**config.mk**
```make
export PLATFORM = sky130hd
export DESIGN_NAME = fsp_ctrl
export DESIGN_NICKNAME = d
export VERILOG_FILES = /design/src/fsp_pkg.sv /design/src/fsp_sync.sv /design/src/fsp_glob_decode.sv /design/src/fsp_ctrl.sv
export SDC_FILE = /design/constraint.sdc
export NUM_CORES = 1
export LEC_CHECK = 0
export BUFFER_PORTS_ARGS = -buffer_cell sky130_fd_sc_hd__buf_2
export CAP_MARGIN = 30
export CORE_MARGIN = 3
export CORE_UTILIZATION = 43
export DETAILED_ROUTE_END_ITERATION = 12
export RECOVER_POWER = 25
export SYNTH_ARGS = -nofsm -noshare
export SYNTH_HDL_FRONTEND = slang
export SYNTH_SLANG_ARGS = --single-unit
```
**constraint.sdc**
```tcl
create_clock -name clk_i -period 2.5 [get_ports clk_i]
set_clock_uncertainty 0.2 [all_clocks]
set_input_delay 0.25 -clock clk_i [delete_from_list [all_inputs] [get_ports clk_i]]
set_output_delay 0.25 -clock clk_i [all_outputs]
set_load 0.01 [all_outputs]
```
**src/fsp_pkg.sv**
```systemverilog
// What this block does
// - Status write ones in bits 5-2 protects all
// - Status write zeros in bits 5-2 unprotects all
// - Mixed bits 5-2 leave protection unchanged
// - Lock clear: bit 7 loads lock bit
// - 00h unprotects, 7Fh protects, lock stays
// - Pin low and locked: writes ignored
// - Pin high and locked: only lock clears
// - 0Fh clears lock when pin deasserted
// - F0h sets lock, sectors unchanged
// - Bits 5-2 decoded, only bit 7 stored
// - Status read shows pin and protection state
// - Single sector commands work after global
// - Output repeats FFh protected, 00h not
// - Chip select high ends read, floats output
// - Protection read omits write-protect pin
// - Summary field: all, some or none
// - Status write needs write enable latch
// - Reset protects every sector
// - Hardware lock needs pin and lock bit
package fsp_pkg;
	// Array geometry
	localparam int NUM_SECTORS = 4;
	localparam int SEC_W = 2;
	localparam int ADDR_BYTES = 3;
	// Command opcodes
	localparam logic [7:0] OP_WREN = 8'h06;
	localparam logic [7:0] OP_WRDI = 8'h04;
	localparam logic [7:0] OP_WRSR = 8'h01;
	localparam logic [7:0] OP_RDSR = 8'h05;
	localparam logic [7:0] OP_PROT = 8'h36;
	localparam logic [7:0] OP_UNPROT = 8'h39;
	localparam logic [7:0] OP_RDSP = 8'h3C;
	// Status byte field positions
	localparam int ST_LOCK = 7;
	localparam int GLOB_HI = 5;
	localparam int GLOB_LO = 2;
	localparam int ST_WPIN = 4;
	localparam int ST_SUM_LO = 2;
	localparam int ST_WEL = 1;
	// Summary encodings
	localparam logic [1:0] SUM_NONE = 2'h0;
	localparam logic [1:0] SUM_SOME = 2'h1;
	localparam logic [1:0] SUM_ALL = 2'h3;
	// Protection read bytes
	localparam logic [7:0] RD_PROT = 8'hFF;
	localparam logic [7:0] RD_UNPROT = 8'h00;
	// Reset values
	localparam logic [NUM_SECTORS-1:0] SECTOR_RST = 4'hF;
	localparam logic LOCK_RST = 1'b0;
	localparam logic WEL_RST = 1'b0;
	// Command sequencer states, Gray in the order listed
	typedef enum logic [2:0] {
		ST_IDLE = 3'h0,
		ST_OPCODE = 3'h1,
		ST_ADDR = 3'h3,
		ST_DATA = 3'h2,
		ST_OUT = 3'h6,
		ST_SKIP = 3'h7
	} fsp_state_type;
endpackage : fsp_pkg

```
**src/fsp_sync.sv**
```systemverilog
`timescale 1ns/1ps
module fsp_sync #(
	parameter int W = 1,
	parameter logic [W-1:0] RST_VAL = '0
) (
	// Clock and reset
	input wire logic clk_i,
	input wire logic reset_i,
	// Asynchronous levels in, synchronised out
	input wire logic [W-1:0] async_i,
	output logic [W-1:0] sync_o
);
	// One two-stage chain per bit; first stage read only by second
	genvar g;
	generate
		for (g = 0; g < W; g++) begin : g_bit
			logic meta_reg;
			always_ff @(posedge clk_i) begin
				if (reset_i) begin
					meta_reg <= RST_VAL[g];
					sync_o[g] <= RST_VAL[g];
				end else begin
					meta_reg <= async_i[g];
					sync_o[g] <= meta_reg;
				end
			end
		end
	endgenerate
endmodule : fsp_sync

```
**src/fsp_glob_decode.sv**
```systemverilog
`timescale 1ns/1ps
module fsp_glob_decode
	import fsp_pkg::*;
(
	// Current lock state and pin
	input wire logic lock_i,
	input wire logic wp_n_i,
	// Written status byte
	input wire logic [7:0] data_i,
	// Decoded outcome
	output logic lock_next_o,
	output logic glob_set_o,
	output logic glob_clr_o
);
	// Hard lock freezes everything
	wire hard_lock = ~wp_n_i & lock_i;
	// Only bits 5..2 and bit 7 matter
	wire [3:0] glob_field = data_i[GLOB_HI:GLOB_LO];
	// Globals only while unlocked; soft lock just lets bit 7 through
	assign lock_next_o = hard_lock ? lock_i : data_i[ST_LOCK];
	assign glob_set_o = ~lock_i & (&glob_field);
	assign glob_clr_o = ~lock_i & ~(|glob_field);
endmodule : fsp_glob_decode

```
**src/fsp_ctrl.sv**
```systemverilog
`timescale 1ns/1ps
module fsp_ctrl
	import fsp_pkg::*;
(
	// Clock and reset
	input wire logic clk_i,
	input wire logic reset_i,
	// Serial link pins
	input wire logic spi_sck_i,
	input wire logic spi_cs_n_i,
	input wire logic spi_si_i,
	output logic spi_so_o,
	output logic spi_so_oe_o,
	// Write-protect pin, low asserts
	input wire logic wp_n_i,
	// Protection state
	output logic [NUM_SECTORS-1:0] sector_protect_o,
	output logic protection_lock_bit_o,
	output logic write_enable_latch_o,
	output logic [1:0] software_protect_summary_o,
	output logic hard_locked_o,
	output logic [7:0] status_o
);

	////////////////////////////////////////////////////////////////////////
	// Decoding helpers

	// Commands that carry three address bytes
	function automatic logic needs_addr(input logic [7:0] op);
		needs_addr = (op == OP_PROT) || (op == OP_UNPROT) || (op == OP_RDSP);
	endfunction : needs_addr

	// Commands that change one sector bit
	function automatic logic is_sector_cmd(input logic [7:0] op);
		is_sector_cmd = (op == OP_PROT) || (op == OP_UNPROT);
	endfunction : is_sector_cmd

	////////////////////////////////////////////////////////////////////////
	// Pin synchronisers

	// Synchronised copies of all pin inputs
	logic sck_s;
	logic cs_n_s;
	logic si_s;
	logic wp_n_s;

	// Chains reset to the idle levels: clock low, select high, data low, pin high
	fsp_sync #(
		.W(4),
		.RST_VAL(4'h5)
	) u_sync (
		.clk_i(clk_i),
		.reset_i(reset_i),
		.async_i({spi_sck_i, spi_cs_n_i, spi_si_i, wp_n_i}),
		.sync_o({sck_s, cs_n_s, si_s, wp_n_s})
	);

	////////////////////////////////////////////////////////////////////////
	// Registers

	// Delayed copies for edge finding
	logic sck_d_reg;
	logic cs_n_d_reg;
	// Command sequencer
	fsp_state_type state_reg;
	fsp_state_type state_next;
	// Bit within byte, and address byte count
	logic [2:0] bit_cnt_reg;
	logic [1:0] addr_cnt_reg;
	// Input shifter and captured bytes
	logic [7:0] shift_reg;
	logic [7:0] op_reg;
	logic [7:0] data_reg;
	logic [SEC_W-1:0] sec_sel_reg;
	// Completion flags for the command in flight
	logic got_data_reg;
	logic addr_done_reg;
	// Output shifter and pin registers
	logic [7:0] out_shift_reg;
	logic so_reg;
	logic so_oe_reg;
	// Protection state proper
	logic [NUM_SECTORS-1:0] sector_reg;
	logic [NUM_SECTORS-1:0] sector_next;
	logic lock_reg;
	logic lock_next;
	logic wel_reg;
	logic wel_next;
	logic [1:0] summary_reg;
	logic hard_lock_reg;

	////////////////////////////////////////////////////////////////////////
	// Link event decode

	// SCK sampled at 10 MHz; mode 0, so data in on rise, out on fall
	wire sck_rise = sck_s & ~sck_d_reg;
	wire sck_fall = ~sck_s & sck_d_reg;
	// Chip select release ends any command
	wire cs_end = cs_n_s & ~cs_n_d_reg;
	wire active = ~cs_n_s;
	// Next shifter value and byte completion
	wire [7:0] shift_in = {shift_reg[6:0], si_s};
	wire byte_done = sck_rise & (bit_cnt_reg == 3'h7);
	wire last_addr = addr_cnt_reg == 2'(ADDR_BYTES - 1);
	// Release off a byte boundary aborts execution
	wire on_boundary = bit_cnt_reg == 3'h0;
	wire exec_ok = cs_end & on_boundary & (state_reg != ST_IDLE);

	////////////////////////////////////////////////////////////////////////
	// Status and protection read data

	// Bits 4..2 report pin and summary, bit 5 reads zero; never written values
	wire [7:0] status_byte = {
		lock_reg, 2'h0, wp_n_s, summary_reg, wel_reg, 1'b0};
	// Only the sector bit; pin state is not part of it
	wire sec_bit = sector_reg[sec_sel_reg];
	wire [7:0] rdsp_byte = sec_bit ? RD_PROT : RD_UNPROT;

	////////////////////////////////////////////////////////////////////////
	// Command sequencer

	// Walks opcode, address and data; output phase loops until release
	always_comb begin
		state_next = state_reg;
		unique case (state_reg)
			ST_IDLE: begin
				if (active) begin
					state_next = ST_OPCODE;
				end
			end
			ST_OPCODE: begin
				if (byte_done) begin
					if (shift_in == OP_RDSR) begin
						state_next = ST_OUT;
					end else if (needs_addr(shift_in)) begin
						state_next = ST_ADDR;
					end else if (shift_in == OP_WRSR) begin
						state_next = ST_DATA;
					end else begin
						// Trailing data of other opcodes is dropped
						state_next = ST_SKIP;
					end
				end
			end
			ST_ADDR: begin
				if (byte_done && last_addr) begin
					state_next = (op_reg == OP_RDSP) ? ST_OUT : ST_SKIP;
				end
			end
			ST_DATA: begin
				if (byte_done) begin
					state_next = ST_SKIP;
				end
			end
			ST_OUT: begin
				state_next = ST_OUT;
			end
			ST_SKIP: begin
				state_next = ST_SKIP;
			end
			default: begin
				state_next = ST_IDLE;
			end
		endcase
		// Release wins over everything
		if (cs_n_s) begin
			state_next = ST_IDLE;
		end
	end

	////////////////////////////////////////////////////////////////////////
	// Execution decode

	// Global decode of the written byte
	logic wsr_lock_next;
	logic glob_set;
	logic glob_clr;

	fsp_glob_decode u_glob (
		.lock_i(lock_reg),
		.wp_n_i(wp_n_s),
		.data_i(data_reg),
		.lock_next_o(wsr_lock_next),
		.glob_set_o(glob_set),
		.glob_clr_o(glob_clr)
	);

	// Status write runs only with the latch set
	wire wsr_fire = exec_ok & (op_reg == OP_WRSR) & got_data_reg & wel_reg;
	// Sector commands need full address and no lock
	wire sec_fire = exec_ok & is_sector_cmd(op_reg) & addr_done_reg & wel_reg & ~lock_reg;
	wire [NUM_SECTORS-1:0] sec_onehot = NUM_SECTORS'(1) << sec_sel_reg;

	// Global and lock land on the same edge
	assign lock_next = wsr_fire ? wsr_lock_next : lock_reg;
	always_comb begin
		sector_next = sector_reg;
		if (wsr_fire && glob_set) begin
			sector_next = '1;
		end else if (wsr_fire && glob_clr) begin
			sector_next = '0;
		end else if (sec_fire && op_reg == OP_PROT) begin
			sector_next = sector_reg | sec_onehot;
		end else if (sec_fire) begin
			sector_next = sector_reg & ~sec_onehot;
		end
	end

	// Latch: set, cleared, or spent by any write-type command ending
	always_comb begin
		wel_next = wel_reg;
		if (exec_ok && op_reg == OP_WREN) begin
			wel_next = 1'b1;
		end else if (exec_ok && op_reg == OP_WRDI) begin
			wel_next = 1'b0;
		end else if (cs_end && (op_reg == OP_WRSR || is_sector_cmd(op_reg))) begin
			// Aborted tries still spend the latch
			wel_next = 1'b0;
		end
	end

	////////////////////////////////////////////////////////////////////////
	// Link shifting

	// Edge history and sequencer state
	always_ff @(posedge clk_i) begin
		if (reset_i) begin
			sck_d_reg <= 1'b0;
			cs_n_d_reg <= 1'b1;
			state_reg <= ST_IDLE;
		end else begin
			sck_d_reg <= sck_s;
			cs_n_d_reg <= cs_n_s;
			state_reg <= state_next;
		end
	end

	// Bit counter restarts on each selection
	always_ff @(posedge clk_i) begin
		if (reset_i || cs_n_s) begin
			bit_cnt_reg <= 3'h0;
			shift_reg <= 8'h00;
		end else if (sck_rise) begin
			bit_cnt_reg <= bit_cnt_reg + 3'h1;
			shift_reg <= shift_in;
		end
	end

	// Opcode is kept past release so execution can see it
	always_ff @(posedge clk_i) begin
		if (reset_i) begin
			op_reg <= 8'h00;
		end else if (state_reg == ST_OPCODE && byte_done) begin
			op_reg <= shift_in;
		end else if (state_reg == ST_IDLE) begin
			op_reg <= 8'h00;
		end
	end

	// Address capture: sector index sits in the first address byte
	always_ff @(posedge clk_i) begin
		if (reset_i || state_reg == ST_IDLE) begin
			addr_cnt_reg <= 2'h0;
			addr_done_reg <= 1'b0;
			sec_sel_reg <= '0;
		end else if (state_reg == ST_ADDR && byte_done) begin
			addr_cnt_reg <= addr_cnt_reg + 2'h1;
			addr_done_reg <= last_addr;
			if (addr_cnt_reg == 2'h0) begin
				sec_sel_reg <= shift_in[SEC_W-1:0];
			end
		end
	end

	// Status write data byte; only the first one counts
	always_ff @(posedge clk_i) begin
		if (reset_i || state_reg == ST_IDLE) begin
			data_reg <= 8'h00;
			got_data_reg <= 1'b0;
		end else if (state_reg == ST_DATA && byte_done) begin
			data_reg <= shift_in;
			got_data_reg <= 1'b1;
		end
	end

	// Output byte: loaded as the output phase opens, then rotated
	always_ff @(posedge clk_i) begin
		if (reset_i) begin
			out_shift_reg <= 8'h00;
		end else if (state_reg != ST_OUT && state_next == ST_OUT) begin
			out_shift_reg <= (op_reg == OP_RDSP) ? rdsp_byte : status_byte;
		end else if (state_reg == ST_OUT && sck_fall) begin
			// Rotation makes the byte repeat with no reload
			out_shift_reg <= {out_shift_reg[6:0], out_shift_reg[7]};
		end
	end

	// Pin driver: change on falling edges, float on release
	always_ff @(posedge clk_i) begin
		if (reset_i || cs_n_s) begin
			so_reg <= 1'b0;
			so_oe_reg <= 1'b0;
		end else if (state_reg == ST_OUT && sck_fall) begin
			so_reg <= out_shift_reg[7];
			so_oe_reg <= 1'b1;
		end
	end

	////////////////////////////////////////////////////////////////////////
	// Protection state

	// Every sector protected out of reset
	always_ff @(posedge clk_i) begin
		if (reset_i) begin
			sector_reg <= SECTOR_RST;
			lock_reg <= LOCK_RST;
			wel_reg <= WEL_RST;
		end else begin
			sector_reg <= sector_next;
			lock_reg <= lock_next;
			wel_reg <= wel_next;
		end
	end

	// Summary and lock view; one cycle behind the bits they describe
	wire [1:0] summary_next = (&sector_reg) ? SUM_ALL :
		((|sector_reg) ? SUM_SOME : SUM_NONE);
	always_ff @(posedge clk_i) begin
		if (reset_i) begin
			summary_reg <= SUM_ALL;
			hard_lock_reg <= 1'b0;
		end else begin
			summary_reg <= summary_next;
			hard_lock_reg <= ~wp_n_s & lock_reg;
		end
	end

	// Status byte is registered so the port comes from a flop
	always_ff @(posedge clk_i) begin
		if (reset_i) begin
			status_o <= 8'h00;
		end else begin
			status_o <= status_byte;
		end
	end

	////////////////////////////////////////////////////////////////////////
	// Outputs

	assign spi_so_o = so_reg;
	assign spi_so_oe_o = so_oe_reg;
	assign sector_protect_o = sector_reg;
	assign protection_lock_bit_o = lock_reg;
	assign write_enable_latch_o = wel_reg;
	assign software_protect_summary_o = summary_reg;
	assign hard_locked_o = hard_lock_reg;

	////////////////////////////////////////////////////////////////////////
	// Checks

	glob_protect_a: assert property (@(posedge clk_i) disable iff (reset_i)
		wsr_fire && !lock_reg && data_reg[5:2] == 4'hF |=> &sector_reg)
		else $error("global protect missed");

	glob_unprotect_a: assert property (@(posedge clk_i) disable iff (reset_i)
		wsr_fire && !lock_reg && data_reg[5:2] == 4'h0 |=> sector_reg == '0)
		else $error("global unprotect missed");

	mixed_keep_a: assert property (@(posedge clk_i) disable iff (reset_i)
		wsr_fire && data_reg[5:2] != 4'hF && data_reg[5:2] != 4'h0
		|=> $stable(sector_reg))
		else $error("mixed pattern changed sectors");

	lock_load_a: assert property (@(posedge clk_i) disable iff (reset_i)
		wsr_fire && !lock_reg |=> lock_reg == $past(data_reg[7]))
		else $error("lock bit not loaded");

	hard_lock_a: assert property (@(posedge clk_i) disable iff (reset_i)
		wsr_fire && lock_reg && !wp_n_s |=> lock_reg && $stable(sector_reg))
		else $error("write leaked through hard lock");

	soft_lock_a: assert property (@(posedge clk_i) disable iff (reset_i)
		wsr_fire && lock_reg && wp_n_s && !data_reg[7]
		|=> !lock_reg && $stable(sector_reg))
		else $error("soft lock release wrong");

	latch_gate_a: assert property (@(posedge clk_i) disable iff (reset_i)
		cs_end && op_reg == OP_WRSR && !wel_reg
		|=> $stable(lock_reg) && $stable(sector_reg) && !wel_reg)
		else $error("status write without latch");

	release_float_a: assert property (@(posedge clk_i) disable iff (reset_i)
		cs_n_s |=> !so_oe_reg ##1 !so_oe_reg)
		else $error("output driven after release");

	read_value_a: assert property (@(posedge clk_i) disable iff (reset_i)
		so_oe_reg && state_reg == ST_OUT && op_reg == OP_RDSP |-> so_reg == sec_bit)
		else $error("protection read value wrong");

	summary_a: assert property (@(posedge clk_i) disable iff (reset_i)
		sector_reg == '0 ##1 sector_reg == '0 |-> summary_reg == SUM_NONE)
		else $error("summary wrong for none");

endmodule : fsp_ctrl

```
==> results.md <==
- Gr usage total: 0.179
- Cell Pwr Density: roughly 600 nW/µm²
- First-pass GRT wire length: 10500 µm
- Endpoints failing setup: 0
- Initial antenna violation count: 0
- Number of nets with antenna violations after routing: 0
- Max-Cap Viols: 0
- R2R setup slack: between 0.06 and 0.07 ns
- Nets: 370
- Core ar.: approximately 6400 µm²
- Insertion delay to the later sink of the worst-skew pair: approximately 0.34 ns
- Count leader, synth: dfxtp_1
- Peak VDD IR: roughly 350 µV
- Post-synth top area cell: dfxtp_1
- EDFF count, synth: 0
- Drt via density: between 5 and 6
- Top cell type's share of synthesized area: 0.464
- Synth top area cells: dfxtp_1 (46%), nand2_1 (5.4%), nor2_1 (4.0%)
- Die Height: 87.4 µm
- Clock buffer depth: 2
- Fmax: between 0.4 and 0.5 GHz
- Final min period: between 2 and 2.5 ns
- Die X: between 80 and 90 µm
- Sw frac: 0.214
- RR Startpoint: bit_cnt_reg[0]
- FF+latch count, synth: 66
- Share of layout cells above drive strength 1: 0.190
- Min-delay src: reset_i
- Top cell family by delay on the critical path: compound AO/OA/AOI/OAI gates
- # rows: 29
- Top Ports: 25
- Final period util: 0.974
- TritonRoute pass-1 iters: 4
- Critical Path Sink Type: flop
- Clock Sinks: 66
- Die ar.: 7640 µm²
- Setup crit start kind: flop
- Hold Violations, Final: 0
- Vias in the first global route: 2116
- Slew Limit Fails: 0
- Post-synthesis cell area: ~2800 µm²
- Clk network pwr share: 0.436
- Pleak: about 1.2 nW
- Via count: roughly 2400
- Switching pwr: 0.426 mW
- Worst-path fanout max: 6
- Largest net degree at the start of global routing: 19
- Top FF cell, synth: dfxtp_1
- CP max stage delay: between 0.3 and 0.4 ns
- Outcome: completed
- Seq pwr share: 0.537
- Int Pwr: around 1.6 mW
- Hold Path Cell Cnt: 2
- Crit-path slowest cell: dfxtp_4
- Fillers: 595
- IO buf count: 21
- Worst path cell trace: ha_4 > ha_4 > and4b_2 > nand2_4 > a2111oi_4 > o221ai_2 > buf_6 > buf_6 > buf_4 > a311oi_1
- Critical Path AT: about 2.5 ns
- Clock transition at path regs: about 0.07 ns
- Synth top cells by count: dfxtp_1 (66), nand2_1 (41), nor2_1 (30)
- Final design utilization: 0.531
- Iter 0 DRT Violations: 125
- Wirelength, routed: between 6000 and 7000 µm
- Wire per inst: around 15 µm
- Routability congestion estimate: around 0.8
- Yosys cell types: between 50 and 60
- DPL Wire Length: roughly 4500 µm
- Synth warn: 0
- DRC Markers: 0
- Syn Inst Count: between 300 and 400
- Total grt overflow: 0
- Avg Inst Size Synth: 8.90 µm²
- Worst Tran Pin Value: between 0.8 and 0.9 ns
- Starting Density: 0.446
- Relative slew margins: 0.452
- WS Path Type: reg2reg
- R2R cell count: 10
- CTS buffer count: 9
- Combinational Power Share: 0.027
- Worst Hold Endpoint: status_o[2]
- N_diodes: 0
- Post-synthesis async set-or-reset flop share: 0
- Setup TNS: 0 ns
- Register area share after synthesis: 0.464
- Min-Delay Path Class: in2reg
- Area Overhead vs Synth: 19.0%
- Reg2reg end: out_shift_reg[2]
- H-tree Lvls: 3
- Worst Path Required: 2.55 ns
- Clk root buf: clkbuf_8
- CTS tree: built
- Worst Path Buf+Inv: 3
## layout make-up
type,instances,area [µm²],area share
Multi-Input combinational cell,229,1460,0.430
Inverter,9,33.8,0.00996
Clock inverter,3,40.0,0.0118
Timing Repair Buffer,44,289,0.0852
Sequential cell,66,1330,0.392
Tap cell,77,96.3,0.0284
Clock buffer,12,145,0.0428
## stage by stage
| step | power, mW | area (µm²) | hold slack (ns) | cells | setup WS, ns |
|---|---|---|---|---|---|
| final | 1.99 | 3390 | 0.0878 | 440 | 0.0643 |
| after global routing | 2.07 | 3390 | 0.107 | 440 | -0.0398 |
| after CTS | 2.01 | 3280 | 0.0785 | 432 | 0.0727 |
| after detailed placement | 1.14 | 3060 | 0.202 | 413 | 0.0862 |
| after global placement | 1.14 | 3060 | 0.191 | 413 | 0.151 |
| after floorplan | 1.13 | 2860 | 0.154 | 322 | 0.208 |
## worst register-to-register path: stages, from the launching register on
cell and delay [ns]:
dfxtp_4 0.37, ha_4 0.13, ha_4 0.14, and4b_2 0.28, nand2_4 0.07, a2111oi_4 0.37, o221ai_2 0.17, buf_6 0.16
buf_6 0.12, buf_4 0.12, a311oi_1 0.22
## worst max path at each step
stage | startpoint | to | slack (ns) | depth (start not counted)
after floorplan | bit_cnt_reg[0] | out_shift_reg[7] | 0.21 | 10
after global placement | bit_cnt_reg[0] | out_shift_reg[4] | 0.15 | 9
after detailed placement | bit_cnt_reg[0] | out_shift_reg[7] | 0.09 | 9
after CTS | bit_cnt_reg[0] | out_shift_reg[1] | 0.07 | 9
after global routing | bit_cnt_reg[0] | out_shift_reg[1] | -0.04 | 10
final | bit_cnt_reg[0] | out_shift_reg[2] | 0.06 | 10
## power groups by stage
stage               combinational [mW]  sequential, mW  clock [mW]
CTS                             0.0543            1.07       0.884
detailed placement              0.0493            1.09           0
finish                          0.0536            1.07       0.866
floorplan                       0.0338            1.09           0
global placement                0.0488            1.09           0
global route                    0.0595            1.07       0.939
## repair_timing
| action | in CTS | in global routing |
|---|---|---|
| buffers inserted | 0 | 8 |
| setup endpoints to repair | 0 | 6 |
| endpoints found under the hold margin | 4 | 0 |
| gates resized for setup | 0 | 15 |
| hold buffers | 4 | 0 |
## cells by family after synthesis
group | Yosys count | share of synthesized area
compound gates | 60 | 0.151
mux | 8 | 0.0325
buf+inv | 27 | 0.0417
fa+ha+maj | 5 | 0.0220
flops | 66 | 0.464
simple gates | 150 | 0.279
xor+xnor | 3 | 0.00922
other cells | 1 | 0.00132
## layout by cell type, fill, tap and decap left out, types with 10 or more instances in the layout
cell / synthesis / final
dfxtp_1: 66 / 64
nand2_1: 41 / 41
nor2_1: 30 / 30
a21oi_1: 19 / 19
buf_2: 1 / 19
buf_4: 4 / 16
nor2b_1: 13 / 13
nand3_1: 11 / 11
a31oi_1: 10 / 10
and3_1: 10 / 10
clkbuf_8: 0 / 10
## per-layer routing
| metal | track usage | vias to the layer above | wire, µm |
|---|---|---|---|
| li1 | - | 1219 | - |
| met1 | 0.241 | 1139 | 3130 |
| met2 | 0.270 | 48 | 3160 |
| met3 | 0.0369 | 10 | 286 |
| met4 | 0.0907 | 0 | 96 |
| met5 | 0 | - | 0 |
(Power assumes the default switching activity.)
